## src/hdl/sdf_pkg.sv

```systemverilog
// shared constants and types of the stereo dac digital front end
package sdf_pkg;

  // ****************************************
  // timing
  // ****************************************
  localparam int CLK_NS = 10;
  localparam int ANALOG_US = 20;
  localparam int ANALOG_CYC = (ANALOG_US * 1000 + CLK_NS - 1) / CLK_NS;
  localparam int MCLK_STOP_NS = 1000;
  localparam int MCLK_STOP_CYC = MCLK_STOP_NS / CLK_NS;
  localparam int LRCK_STOP_US = 200;
  localparam int LRCK_STOP_DEF = LRCK_STOP_US * 1000 / CLK_NS;

  // ****************************************
  // audio
  // ****************************************
  localparam int WORD_BITS = 24;
  localparam int ZERO_FRAMES = 8192;
  localparam int WAKE_LRCK = 2;
  localparam int HOLD_NORMAL = 1024 / 16;
  localparam int HOLD_DOUBLE = 1024 / 8;
  localparam int HOLD_QUAD = 1024 / 4;
  localparam logic [12:0] GAIN_FULL = 13'h1000;
  localparam logic [12:0] STEP_NORMAL = 13'h0004;
  localparam logic [12:0] STEP_DOUBLE = 13'h0002;
  localparam logic [12:0] STEP_QUAD = 13'h0001;
  localparam int RATIO_NORMAL_MIN = 448;
  localparam int RATIO_DOUBLE_MIN = 224;

  // ****************************************
  // register map
  // ****************************************
  localparam logic [4:0] REG_CTRL = 5'h00;
  localparam logic [4:0] REG_STATUS = 5'h04;
  localparam logic [4:0] REG_LEFT = 5'h08;
  localparam logic [4:0] REG_RIGHT = 5'h0C;
  localparam int CTRL_MUTE_BIT = 0;
  localparam logic CTRL_RESET = 1'h0;
  localparam int STAT_RUN_BIT = 0;
  localparam int STAT_ANALOG_BIT = 1;
  localparam int STAT_SPEED_LSB = 2;
  localparam int STAT_ZERO_BIT = 4;
  localparam int STAT_MUTE_BIT = 5;
  localparam int STAT_GAIN_LSB = 16;
  localparam logic [1:0] RESP_OKAY = 2'h0;
  localparam logic [1:0] RESP_SLVERR = 2'h2;

  typedef enum logic [1:0] {SPD_NORMAL, SPD_DOUBLE, SPD_QUAD} sdf_speed_t;
  typedef enum logic [1:0] {ST_DOWN, ST_WAKE, ST_HOLD, ST_RUN} sdf_state_t;

endpackage

```

## src/hdl/sdf_sync.sv

```systemverilog
// two flip-flop synchroniser for pins from outside the clk_sys domain
`timescale 1ns/100ps
module sdf_sync #(
  parameter int W = 1
) (
  // clock and reset
  input wire logic clk,
  input wire logic rst_n,
  // level in and out
  input wire logic [W-1:0] d,
  output logic [W-1:0] q
);

  logic [W-1:0] meta_reg;

  // meta_reg is read by q alone
  always_ff @(posedge clk or negedge rst_n) begin
    if (!rst_n) begin
      meta_reg <= '0;
      q <= '0;
    end else begin
      meta_reg <= d;
      q <= meta_reg;
    end
  end

endmodule

```

## src/hdl/sdf_serial_rx.sv

```systemverilog
// serial audio word receiver, msb-justified or i2s framing
`timescale 1ns/100ps
module sdf_serial_rx import sdf_pkg::*; (
  // clock and reset
  input wire logic clk,
  input wire logic rst_n,
  // synchronised link
  input wire logic bick_rise,
  input wire logic lrck,
  input wire logic sdata,
  input wire logic fmt,
  // received words
  output logic signed [23:0] left_word,
  output logic signed [23:0] right_word,
  output logic frame_stb
);

  logic lr_last_reg;
  logic [4:0] pos_reg;
  logic [4:0] pos;
  logic [4:0] bits_reg;
  logic chan_left_reg;
  logic [22:0] shift_reg;
  logic [4:0] first_pos;

  // bit position since the last frame clock edge; i2s starts one bit late
  assign pos = (lrck != lr_last_reg) ? 5'h00 : pos_reg;
  assign first_pos = fmt ? 5'h01 : 5'h00;

  always_ff @(posedge clk or negedge rst_n) begin
    if (!rst_n) begin
      lr_last_reg <= 1'b0;
      pos_reg <= 5'h1F;
      bits_reg <= 5'h18;
      chan_left_reg <= 1'b0;
      shift_reg <= 23'h000000;
      left_word <= 24'h000000;
      right_word <= 24'h000000;
      frame_stb <= 1'b0;
    end else begin
      frame_stb <= 1'b0;
      if (bick_rise) begin
        lr_last_reg <= lrck;
        pos_reg <= (pos == 5'h1F) ? pos : pos + 5'h01;
        // the first bit of an i2s word lands one bit after the frame clock edge
        if (pos == first_pos) begin
          bits_reg <= 5'h01;
          shift_reg <= {22'h000000, sdata};
          chan_left_reg <= lrck ^ fmt;
        end else if (bits_reg < 5'(WORD_BITS)) begin
          bits_reg <= bits_reg + 5'h01;
          shift_reg <= {shift_reg[21:0], sdata};
          if (bits_reg == 5'(WORD_BITS - 1)) begin
            if (chan_left_reg) begin
              left_word <= {shift_reg, sdata};
            end else begin
              right_word <= {shift_reg, sdata};
              frame_stb <= 1'b1;
            end
          end
        end
      end
    end
  end

endmodule

```

## src/hdl/sdf_dac_top.sv

```systemverilog
// digital front end of a stereo 24-bit dac with an axi4-lite register port
`timescale 1ns/100ps

module sdf_dac_top import sdf_pkg::*; #(
  parameter int LRCK_STOP_CYC = LRCK_STOP_DEF
) (
  // system
  input wire logic clk_sys,
  input wire logic nrst,
  // audio link pins
  input wire logic mclk,
  input wire logic bick,
  input wire logic lrck,
  input wire logic serial_sample_in,
  input wire logic format_select,
  input wire logic soft_mute_request,
  // converter side
  output logic signed [23:0] left_output,
  output logic signed [23:0] right_output,
  output logic sample_strobe,
  output logic zero_flag,
  output logic analog_on,
  // axi4-lite write
  input wire logic [4:0] s_axi_awaddr,
  input wire logic s_axi_awvalid,
  output logic s_axi_awready,
  input wire logic [31:0] s_axi_wdata,
  input wire logic [3:0] s_axi_wstrb,
  input wire logic s_axi_wvalid,
  output logic s_axi_wready,
  output logic [1:0] s_axi_bresp,
  output logic s_axi_bvalid,
  input wire logic s_axi_bready,
  // axi4-lite read
  input wire logic [4:0] s_axi_araddr,
  input wire logic s_axi_arvalid,
  output logic s_axi_arready,
  output logic [31:0] s_axi_rdata,
  output logic [1:0] s_axi_rresp,
  output logic s_axi_rvalid,
  input wire logic s_axi_rready
);

  // ****************************************
  // helpers
  // ****************************************
  function automatic logic [12:0] ramp_step(input sdf_speed_t s);
    unique case (s)
      SPD_NORMAL: ramp_step = STEP_NORMAL;
      SPD_DOUBLE: ramp_step = STEP_DOUBLE;
      SPD_QUAD: ramp_step = STEP_QUAD;
      default: ramp_step = STEP_QUAD;
    endcase
  endfunction

  // gain is 1.12 fixed point; product keeps the sign of the sample
  function automatic logic signed [23:0] scale(input logic signed [23:0] s, input logic [12:0] g);
    logic signed [37:0] p;
    p = s * $signed({1'b0, g});
    scale = p[35:12];
  endfunction

  function automatic logic addr_mapped(input logic [4:0] a);
    addr_mapped = (a[4] == 1'b0);
  endfunction

  // ****************************************
  // reset release and pin capture
  // ****************************************
  logic [1:0] rst_pipe_reg;
  logic rst_n;
  logic mclk_s, bick_s, lrck_s, sdata_s, fmt_s, soft_mute_request_s;
  logic mclk_d, bick_d, lrck_d;
  logic mclk_rise, bick_rise, lrck_rise;

  always_ff @(posedge clk_sys or negedge nrst) begin
    if (!nrst) begin
      rst_pipe_reg <= 2'h0;
    end else begin
      rst_pipe_reg <= {rst_pipe_reg[0], 1'b1};
    end
  end
  assign rst_n = rst_pipe_reg[1];

  sdf_sync #(.W(6)) u_sync (
    .clk(clk_sys),
    .rst_n(rst_n),
    .d({mclk, bick, lrck, serial_sample_in, format_select, soft_mute_request}),
    .q({mclk_s, bick_s, lrck_s, sdata_s, fmt_s, soft_mute_request_s})
  );

  always_ff @(posedge clk_sys or negedge rst_n) begin
    if (!rst_n) begin
      mclk_d <= 1'b0;
      bick_d <= 1'b0;
      lrck_d <= 1'b0;
    end else begin
      mclk_d <= mclk_s;
      bick_d <= bick_s;
      lrck_d <= lrck_s;
    end
  end
  assign mclk_rise = mclk_s & ~mclk_d;
  assign bick_rise = bick_s & ~bick_d;
  assign lrck_rise = lrck_s & ~lrck_d;

  // ****************************************
  // serial receiver
  // ****************************************
  logic signed [23:0] rx_left, rx_right;
  logic frame_stb;

  sdf_serial_rx u_rx (
    .clk(clk_sys),
    .rst_n(rst_n),
    .bick_rise(bick_rise),
    .lrck(lrck_s),
    .sdata(sdata_s),
    .fmt(fmt_s),
    .left_word(rx_left),
    .right_word(rx_right),
    .frame_stb(frame_stb)
  );

  // ****************************************
  // clock activity and speed
  // ****************************************
  logic [7:0] mclk_idle_reg;
  logic mclk_ok_reg;
  logic [23:0] lrck_idle_reg;
  logic lrck_ok_reg;
  logic clk_ok;
  logic [10:0] ratio_reg;
  sdf_speed_t speed_reg;

  // mclk above half the sampling rate aliases; the bench keeps it slow enough
  always_ff @(posedge clk_sys or negedge rst_n) begin
    if (!rst_n) begin
      mclk_idle_reg <= 8'h00;
      mclk_ok_reg <= 1'b0;
    end else if (mclk_rise) begin
      mclk_idle_reg <= 8'h00;
      mclk_ok_reg <= 1'b1;
    end else if (mclk_idle_reg == 8'(MCLK_STOP_CYC - 1)) begin
      mclk_ok_reg <= 1'b0;
    end else begin
      mclk_idle_reg <= mclk_idle_reg + 8'h01;
    end
  end

  always_ff @(posedge clk_sys or negedge rst_n) begin
    if (!rst_n) begin
      lrck_idle_reg <= 24'h000000;
      lrck_ok_reg <= 1'b0;
    end else if (lrck_rise) begin
      lrck_idle_reg <= 24'h000000;
      lrck_ok_reg <= 1'b1;
    end else if (lrck_idle_reg == 24'(LRCK_STOP_CYC - 1)) begin
      lrck_ok_reg <= 1'b0;
    end else begin
      lrck_idle_reg <= lrck_idle_reg + 24'h000001;
    end
  end
  assign clk_ok = mclk_ok_reg & lrck_ok_reg;

  always_ff @(posedge clk_sys or negedge rst_n) begin
    if (!rst_n) begin
      ratio_reg <= 11'h000;
      speed_reg <= SPD_NORMAL;
    end else if (lrck_rise) begin
      ratio_reg <= mclk_rise ? 11'h001 : 11'h000;
      if (ratio_reg >= 11'(RATIO_NORMAL_MIN)) begin
        speed_reg <= SPD_NORMAL;
      end else if (ratio_reg >= 11'(RATIO_DOUBLE_MIN)) begin
        speed_reg <= SPD_DOUBLE;
      end else begin
        speed_reg <= SPD_QUAD;
      end
    end else if (mclk_rise && ratio_reg != 11'h7FF) begin
      ratio_reg <= ratio_reg + 11'h001;
    end
  end

  // ****************************************
  // power sequencer
  // ****************************************
  sdf_state_t st_reg;
  logic [11:0] tmr_reg;
  logic [8:0] lcnt_reg;
  logic [8:0] hold_len;

  always_comb begin
    unique case (speed_reg)
      SPD_NORMAL: hold_len = 9'(HOLD_NORMAL);
      SPD_DOUBLE: hold_len = 9'(HOLD_DOUBLE);
      SPD_QUAD: hold_len = 9'(HOLD_QUAD);
      default: hold_len = 9'(HOLD_QUAD);
    endcase
  end

  // the sequence restarts from the top whenever mclk or lrck goes missing
  always_ff @(posedge clk_sys or negedge rst_n) begin
    if (!rst_n) begin
      st_reg <= ST_DOWN;
      tmr_reg <= 12'h000;
      lcnt_reg <= 9'h000;
      analog_on <= 1'b0;
    end else if (!clk_ok) begin
      st_reg <= ST_DOWN;
      tmr_reg <= 12'h000;
      lcnt_reg <= 9'h000;
      analog_on <= 1'b0;
    end else begin
      unique case (st_reg)
        ST_DOWN: begin
          st_reg <= ST_WAKE;
        end
        ST_WAKE: begin
          if (tmr_reg != 12'(ANALOG_CYC)) begin
            tmr_reg <= tmr_reg + 12'h001;
          end else begin
            analog_on <= 1'b1;
          end
          if (lrck_rise && lcnt_reg != 9'(WAKE_LRCK)) begin
            lcnt_reg <= lcnt_reg + 9'h001;
          end
          if (analog_on && lcnt_reg == 9'(WAKE_LRCK)) begin
            st_reg <= ST_HOLD;
            lcnt_reg <= 9'h000;
          end
        end
        ST_HOLD: begin
          if (lcnt_reg == hold_len) begin
            st_reg <= ST_RUN;
          end else if (lrck_rise) begin
            lcnt_reg <= lcnt_reg + 9'h001;
          end
        end
        ST_RUN: begin
        end
      endcase
    end
  end

  // ****************************************
  // soft mute ramp
  // ****************************************
  logic ctrl_mute_reg;
  logic mute_req;
  logic [12:0] gain_reg;
  logic [12:0] step;

  assign mute_req = soft_mute_request_s | ctrl_mute_reg;
  assign step = ramp_step(speed_reg);

  // a release mid-ramp simply reverses direction from the present gain
  always_ff @(posedge clk_sys or negedge rst_n) begin
    if (!rst_n) begin
      gain_reg <= GAIN_FULL;
    end else if (st_reg != ST_RUN) begin
      gain_reg <= mute_req ? 13'h0000 : GAIN_FULL;
    end else if (frame_stb) begin
      if (mute_req) begin
        gain_reg <= (gain_reg > step) ? gain_reg - step : 13'h0000;
      end else if (gain_reg + step >= GAIN_FULL) begin
        gain_reg <= GAIN_FULL;
      end else begin
        gain_reg <= gain_reg + step;
      end
    end
  end

  // ****************************************
  // zero detect and outputs
  // ****************************************
  logic [13:0] zcnt_reg;
  logic both_zero;

  assign both_zero = (rx_left == 24'h000000) && (rx_right == 24'h000000);

  always_ff @(posedge clk_sys or negedge rst_n) begin
    if (!rst_n) begin
      zcnt_reg <= 14'h0000;
    end else if (st_reg != ST_RUN || (frame_stb && !both_zero)) begin
      zcnt_reg <= 14'h0000;
    end else if (frame_stb && zcnt_reg != 14'(ZERO_FRAMES)) begin
      zcnt_reg <= zcnt_reg + 14'h0001;
    end
  end

  always_ff @(posedge clk_sys or negedge rst_n) begin
    if (!rst_n) begin
      zero_flag <= 1'b0;
    end else if (st_reg != ST_RUN) begin
      zero_flag <= 1'b0;
    end else if (frame_stb && !both_zero) begin
      zero_flag <= 1'b0;
    end else if (zcnt_reg == 14'(ZERO_FRAMES)) begin
      zero_flag <= 1'b1;
    end
  end

  always_ff @(posedge clk_sys or negedge rst_n) begin
    if (!rst_n) begin
      left_output <= 24'h000000;
      right_output <= 24'h000000;
      sample_strobe <= 1'b0;
    end else if (st_reg != ST_RUN) begin
      left_output <= 24'h000000;
      right_output <= 24'h000000;
      sample_strobe <= 1'b0;
    end else begin
      sample_strobe <= frame_stb;
      if (frame_stb) begin
        left_output <= scale(rx_left, gain_reg);
        right_output <= scale(rx_right, gain_reg);
      end
    end
  end

  // ****************************************
  // axi4-lite slave
  // ****************************************
  logic [4:0] awaddr_reg;
  logic [31:0] wdata_reg;
  logic [3:0] wstrb_reg;
  logic aw_got_reg, w_got_reg;
  logic wr_fire;
  logic [31:0] rd_word;

  assign wr_fire = aw_got_reg && w_got_reg && !s_axi_bvalid;

  always_ff @(posedge clk_sys or negedge rst_n) begin
    if (!rst_n) begin
      s_axi_awready <= 1'b1;
      s_axi_wready <= 1'b1;
      s_axi_bvalid <= 1'b0;
      s_axi_bresp <= RESP_OKAY;
      aw_got_reg <= 1'b0;
      w_got_reg <= 1'b0;
      awaddr_reg <= 5'h00;
      wdata_reg <= 32'h00000000;
      wstrb_reg <= 4'h0;
    end else begin
      if (s_axi_awvalid && s_axi_awready) begin
        awaddr_reg <= s_axi_awaddr;
        s_axi_awready <= 1'b0;
        aw_got_reg <= 1'b1;
      end
      if (s_axi_wvalid && s_axi_wready) begin
        wdata_reg <= s_axi_wdata;
        wstrb_reg <= s_axi_wstrb;
        s_axi_wready <= 1'b0;
        w_got_reg <= 1'b1;
      end
      if (wr_fire) begin
        s_axi_bvalid <= 1'b1;
        s_axi_bresp <= addr_mapped(awaddr_reg) ? RESP_OKAY : RESP_SLVERR;
        aw_got_reg <= 1'b0;
        w_got_reg <= 1'b0;
      end
      if (s_axi_bvalid && s_axi_bready) begin
        s_axi_bvalid <= 1'b0;
        s_axi_awready <= 1'b1;
        s_axi_wready <= 1'b1;
      end
    end
  end

  // only the control word is writable; the rest ignore writes
  always_ff @(posedge clk_sys or negedge rst_n) begin
    if (!rst_n) begin
      ctrl_mute_reg <= CTRL_RESET;
    end else if (wr_fire && {awaddr_reg[4:2], 2'h0} == REG_CTRL && wstrb_reg[0]) begin
      ctrl_mute_reg <= wdata_reg[CTRL_MUTE_BIT];
    end
  end

  always_comb begin
    rd_word = 32'h00000000;
    unique case ({s_axi_araddr[4:2], 2'h0})
      REG_CTRL: rd_word[CTRL_MUTE_BIT] = ctrl_mute_reg;
      REG_STATUS: begin
        rd_word[STAT_RUN_BIT] = (st_reg == ST_RUN);
        rd_word[STAT_ANALOG_BIT] = analog_on;
        rd_word[STAT_SPEED_LSB +: 2] = speed_reg;
        rd_word[STAT_ZERO_BIT] = zero_flag;
        rd_word[STAT_MUTE_BIT] = mute_req;
        rd_word[STAT_GAIN_LSB +: 13] = gain_reg;
      end
      REG_LEFT: rd_word = {8'h00, left_output};
      REG_RIGHT: rd_word = {8'h00, right_output};
      default: rd_word = 32'h00000000;
    endcase
  end

  always_ff @(posedge clk_sys or negedge rst_n) begin
    if (!rst_n) begin
      s_axi_arready <= 1'b1;
      s_axi_rvalid <= 1'b0;
      s_axi_rdata <= 32'h00000000;
      s_axi_rresp <= RESP_OKAY;
    end else if (s_axi_arvalid && s_axi_arready) begin
      s_axi_arready <= 1'b0;
      s_axi_rvalid <= 1'b1;
      s_axi_rdata <= rd_word;
      s_axi_rresp <= addr_mapped(s_axi_araddr) ? RESP_OKAY : RESP_SLVERR;
    end else if (s_axi_rvalid && s_axi_rready) begin
      s_axi_rvalid <= 1'b0;
      s_axi_arready <= 1'b1;
    end
  end
endmodule

```

## config.mk

```make
export PLATFORM = sky130hd
export DESIGN_NAME = sdf_dac_top
export DESIGN_NICKNAME = d
export VERILOG_FILES = /design/src/hdl/sdf_pkg.sv /design/src/hdl/sdf_sync.sv /design/src/hdl/sdf_serial_rx.sv /design/src/hdl/sdf_dac_top.sv
export SDC_FILE = /design/constraint.sdc
export NUM_CORES = 2
export LEC_CHECK = 0
export BUFFER_PORTS_ARGS = -buffer_cell sky130_fd_sc_hd__clkbuf_2
export CAP_MARGIN = 10
export CORE_ASPECT_RATIO = 1.4
export CORE_MARGIN = 3
export CORE_UTILIZATION = 40
export CTS_CLUSTER_SIZE = 40
export DETAILED_ROUTE_END_ITERATION = 8
export GPL_ROUTABILITY_DRIVEN = 0
export GPL_TIMING_DRIVEN = 0
export PLACE_DENSITY = 0.61
export SLEW_MARGIN = 0
export SYNTH_ARGS = -nofsm -noshare
export SYNTH_HDL_FRONTEND = slang
export SYNTH_SLANG_ARGS = --single-unit
```

## constraint.sdc

```tcl
create_clock -name clk_sys -period 20.2 [get_ports clk_sys]
set_input_delay 2.02 -clock clk_sys [delete_from_list [all_inputs] [get_ports clk_sys]]
set_output_delay 2.02 -clock clk_sys [all_outputs]
set_load 0.05 [all_outputs]
```

## After elaboration in Yosys (flattened, before gate mapping)

Index checks and enable logic that the tools add are counted.

- Reductions and logical operators: 45
- Mux-type cells: 79
- Div/mod/pow operators: 0
- Equality and inequality tests: 33
- Bitwise operators: 11
- Magnitude comparators: 5
- Multiply operators: 2
- Shifts and indexed selects: 0
- $add $sub $neg: 10

Operators by type and width:

| operator | count |
|---|---|
| two-way mux 24 bit | 6 |
| two-way mux 13 bit | 6 |
| multiplier 24 x 14 -> 36 bit | 2 |
| zero test 24 bit | 2 |
| two-way mux 23 bit | 2 |
| two-way mux 9 bit | 5 |
| one-hot mux 13 bit (3 select lines) | 1 |
| two-way mux 12 bit | 3 |
| one-hot mux 9 bit (2 select lines) | 2 |
| two-way mux 1 bit | 32 |
| two-way mux 14 bit | 2 |
| adder 24 x 1 -> 24 bit, second input constant | 1 |
| == test 24 x 15 -> 1 bit, second input constant | 1 |
| nonzero test 2 bit | 12 |
| two-way mux 11 bit | 2 |
| two-way mux 5 bit | 4 |
| one-hot mux 10 bit (2 select lines) | 1 |
| two-way mux 8 bit | 2 |
| logical AND 1 bit | 15 |
| one-hot mux 5 bit (3 select lines) | 1 |
| adder 14 x 1 -> 14 bit, second input constant | 1 |
| == test 14 bit, second input constant | 1 |
| two-way mux 2 bit | 7 |
| != test 14 bit, second input constant | 1 |
| other kinds (47) | 73 |

- Memories: 0
- Bits in latches: 0
- Input port bits: 59
- Output and inout port bits: 92
- Register bits: 297
- ROM bits: 0
- Memory bits (writable): 0

## Logic depth before layout (Yosys ltp)

- Word-level depth: 8
- Gate-level depth with buffers: 25

## Cells and area by module

Synthesis repeated with hierarchy kept, for this count alone.

- Cells, all modules: 3637
- Area total of the unflattened synthesis: 34652.0 µm²

By module, submodules not included:

| module | cells an instance | area an instance (µm²) | times used |
|---|---|---|---|
| sdf_dac_top | 3398 | 30854.6 | 1 |
| sdf_serial_rx | 227 | 3497.1 | 1 |
| sdf_sync | 12 | 300.3 | 1 |

## Worst setup path before layout

No wires, ideal clock.

- Path kind: reg-to-reg
- Start: register gain_reg[12]
- End: register left_output[23]
- Setup slack: 13.866 ns
- Period minus slack after synthesis: 6.334 ns
- Stages on the path, launching flop included: 23
- Arrival: 6.212 ns
- Path buffers: 3
- Library setup time: 0.122 ns
- Cells stage by stage: dfstp_2 > clkbuf_1 > clkbuf_1 > clkbuf_1 > and2_1 > ha_1 > fa_1 > fa_1 > fa_1 > fa_1 > inv_1 > fa_1 > inv_1 > ha_1 > a21o_1 > a21o_1 > a221oi_1 > o21ai_1 > o2111ai_1 > a21oi_1 > o31ai_1 > nand3_1 > a32o_1

- Word-level cells in the longest chain between the ends: 3

RTL lines:

| item | line | text |
|---|---|---|
| from (decl) | sdf_dac_top.sv:250 | `logic [12:0] gain_reg;` |
| from (signal assigned) | sdf_dac_top.sv:261 | `gain_reg <= mute_req ? 13'h0000 : GAIN_FULL;` |
| from (signal assigned) | sdf_dac_top.sv:264 | `gain_reg <= (gain_reg > step) ? gain_reg - step : 13'h0000;` |
| from (signal assigned) | sdf_dac_top.sv:268 | `gain_reg <= gain_reg + step;` |
| multiplier 24 x 14 -> 36 bit | sdf_dac_top.sv:59 | `p = s * $signed({1'b0, g});` |
| two-way mux 24 bit | sdf_dac_top.sv:314 | `if (frame_stb) begin` |
| two-way mux 24 bit | sdf_dac_top.sv:308 | `end else if (st_reg != ST_RUN) begin` |
| to (signal assigned) | sdf_dac_top.sv:315 | `left_output <= scale(rx_left, gain_reg);` |
| to (decl) | sdf_dac_top.sv:18 | `output logic signed [23:0] left_output,` |

No other way between the ends. The select of a mux whose other input is x is not followed.
A chain may end at the register's enable or synchronous reset.

## Worst setup path in the final report

- Start: register gain_reg[6]
- End: register left_output[23]

Same word-level chain as after synthesis.

==> results.yml <==
run_status:
  outcome: "finished, final reports clean"
synthesis:
  async_flop_share: 1.000
  synth_most_common_cell: "inv_1"
  synthFlopType: "dfrtp_1"
  synth_top_area_frac: 0.3285
  synth_area_per_cell_um2: 9.268
  ys_top_cells_by_count: "inv_1, nand2_1, fa_1"
  synthTopCellsByArea: "fa_1, dfrtp_1, inv_1"
  synth-seq-cells: 293
  synth_edf_count: 0
  postSynthCellCount: 3682
  yosys.cell_types.count: 82
  yosysTopAreaCell: "fa_1"
  yosys_warnings: 0
  synth.cell_area_um2: 34120
  yosysSeqAreaShare: 0.2153
sta:
  setup_viol: 0
  worst_pin_slew_ns: 1.244
  fin_crit_ns: 8.004
  rsz0062_at_grt: "no"
  slew_viol_final: 0
  timing.final.hold_violations: 0
  finalSetupTns_ns: 0
  whs_ns: 0.3490
  min_period_over_period: 0.3962
  timing.fmax_mhz: 124.9
  skew_ns: 0.01849
  slew_headroom: 0.1671
detailed_routing:
  viasPerCell: 5.191
  wire_per_inst_um: 20.44
  drtPass1Iterations: 7
  drc_errors: 0
  postRouteAntennaNets: 0
  drt-initial-drc-count: 1645
  vias: 25650
  routed_wl_um: 101000
worst_hold_path:
  worstHoldPathType: "reg -> reg"
clock_network:
  cts_tree: "yes"
  cts_resized: 0
  post_cts_buffers: 0
  cts_inserted_buffers: 29
  holdBufCountCts: 0
  htreeDepth: 1
  ctsRootBufferMaster: "clkbuf_16"
  clk-insertion-delay-late_ns: 0.59
  clockBufferDepth: 3
  cts_sinks: 293
  path_clk_slew_ns: 0.07
finish:
  regMostFlops: "s_axi_rdata"
  fin_cells: 4941
  fin_util: 0.4398
  largest_reg_flops: 29
  final_layout_size_suffix_gt1_frac: 0.05742
  nets: 4634
  areaGrowthSynthToFinish_pct: 8.910
  num-fill-cells: 8312
pwr:
  power_mw: 1.547
  power_density_nw_per_um2: 41.62
  peakVddDrop_uv: 78.51
  p_leak_nw: 18.97
floorplanning:
  dieArea_um2: 88900
  start_util: 0.4038
  core_area_um2: 84500
  rows: 126
  dieWidth_um: 252.9
  ioPinCount: 151
  die_h_um: 351.6
setup_path:
  cp_max_fo: 10
  cp-end-kind: "flip-flop"
  critPathRequiredTime_ns: 20.68
  path_class: "reg -> reg"
  critPathLaunchType: "flip-flop"
  critPathArrivalTime_ns: 8.48
run:
  max_cap_violations: 0
placed_design:
  dp.cells: 4883
  io_buffers: 105
  place_hpwl_um: 83200
grt:
  track_usage: 0.2357
  grt_pass1_wl_um: 160500
  overflow: 0
  grt_pass1_vias: 27600
  antenna_found_initial: 4
  grt_max_degree: 68
==> through the flow <==
step | area (um2) | setup WS, ns
final | 37160 | 12.20
after global routing | 37150 | 12.01
after CTS | 37150 | 12.31
after detailed placement | 36130 | 12.35
after global placement | 36030 | 7.766
after floorplan | 34140 | 11.45
==> layer usage <==
metal,vias up,share of wire,track usage
li1,11580,-,-
met1,13030,0.38,0.2792
met3,242,0.051,0.03113
met5,-,0.000089,0
met2,791,0.50,0.4189
met4,2,0.061,0.1208
==> critical path, stage by stage, from the launching register on <==
cell and delay, ns:
dfrtp_1 0.35, clkbuf_1 0.55, clkbuf_1 0.92, nand2_1 0.18
fa_1 0.52, fa_1 0.53, inv_1 0.06, fa_1 0.55
fa_1 0.44, fa_1 0.55, inv_1 0.07, fa_1 0.48
inv_1 0.05, ha_1 0.33, a21o_1 0.20, a21o_1 0.19
a221oi_1 0.28, o21ai_1 0.17, o2111ai_1 0.45, a21oi_1 0.21
o31ai_1 0.40, nand3_1 0.14, a32o_1 0.28
==> layout make-up <==
| type | count | area (um2) | area share |
|---|---|---|---|
| Timing Repair Buffer | 109 | 628.1 | 0.01690 |
| Clock inverter | 12 | 167.7 | 0.004511 |
| Tap cell | 1088 | 1361 | 0.03663 |
| Clock buffer | 42 | 854.6 | 0.02299 |
| Sequential cell | 293 | 7350 | 0.1978 |
| Multi-Input combinational cell | 2545 | 23570 | 0.6343 |
| Antenna cell | 4 | 10.01 | 0.0002693 |
| Inverter | 665 | 2496 | 0.06716 |
| Buffer | 183 | 724.4 | 0.01949 |
==> layout by cell type, fill, tap and decap left out, types with 26 or more instances in the layout <==
master     count
inv_1        662
xnor2_1       61
xor2_1        59
clkbuf_16     29
nand4_1       26
ha_1         189
fa_1         560
and3_1        28
nand3_1       67
dfrtp_1      281
clkbuf_2     105
a21oi_1       78
nor2_1       142
o21ai_1       54
o21ai_0       68
mux2_2        27
clkbuf_1     166
and2_1       306
nand2_1      576
==> where the power goes <==
part | internal (mW) | leakage, nW | total (mW) | switching (mW)
Sequential | 0.635 | 3.93 | 0.679 | 0.0434
Combinational | 0.0832 | 14.6 | 0.281 | 0.198
Clock | 0.335 | 0.491 | 0.587 | 0.252
==> worst paths after layout <==
| check | cells after the start | endpoint | slack (ns) | start |
|---|---|---|---|---|
| setup / recovery | 22 | left_output[23] | 12.20 | gain_reg[6] |
| hold / removal | 0 | u_sync.q[5] | 0.35 | u_sync.meta_reg[5] |
| setup reg to reg | 22 | left_output[23] | 12.20 | gain_reg[6] |
| hold reg to reg | 0 | u_sync.q[5] | 0.35 | u_sync.meta_reg[5] |
| max in group asynchronous | 2 | u_rx.bits_reg[4] | 18.49 | rst_pipe_reg[1] |
| min in group asynchronous | 0 | left_output[8] | 0.45 | rst_pipe_reg[1] |
==> kinds of logic (layout without fill, tap and decap cells) <==
kind of cell / count (synthesis) / in the layout / share of synthesized area
flops: 293 / 293 / 0.2153
mux: 64 / 64 / 0.02086
compound gates: 339 / 339 / 0.06193
fa+ha+maj: 749 / 749 / 0.3978
buf+inv: 848 / 1011 / 0.09438
simple gates: 1267 / 1267 / 0.1787
xor+xnor: 120 / 120 / 0.03080
other cells: 2 / 10 / 0.0002201
(Power assumes the default switching activity.)
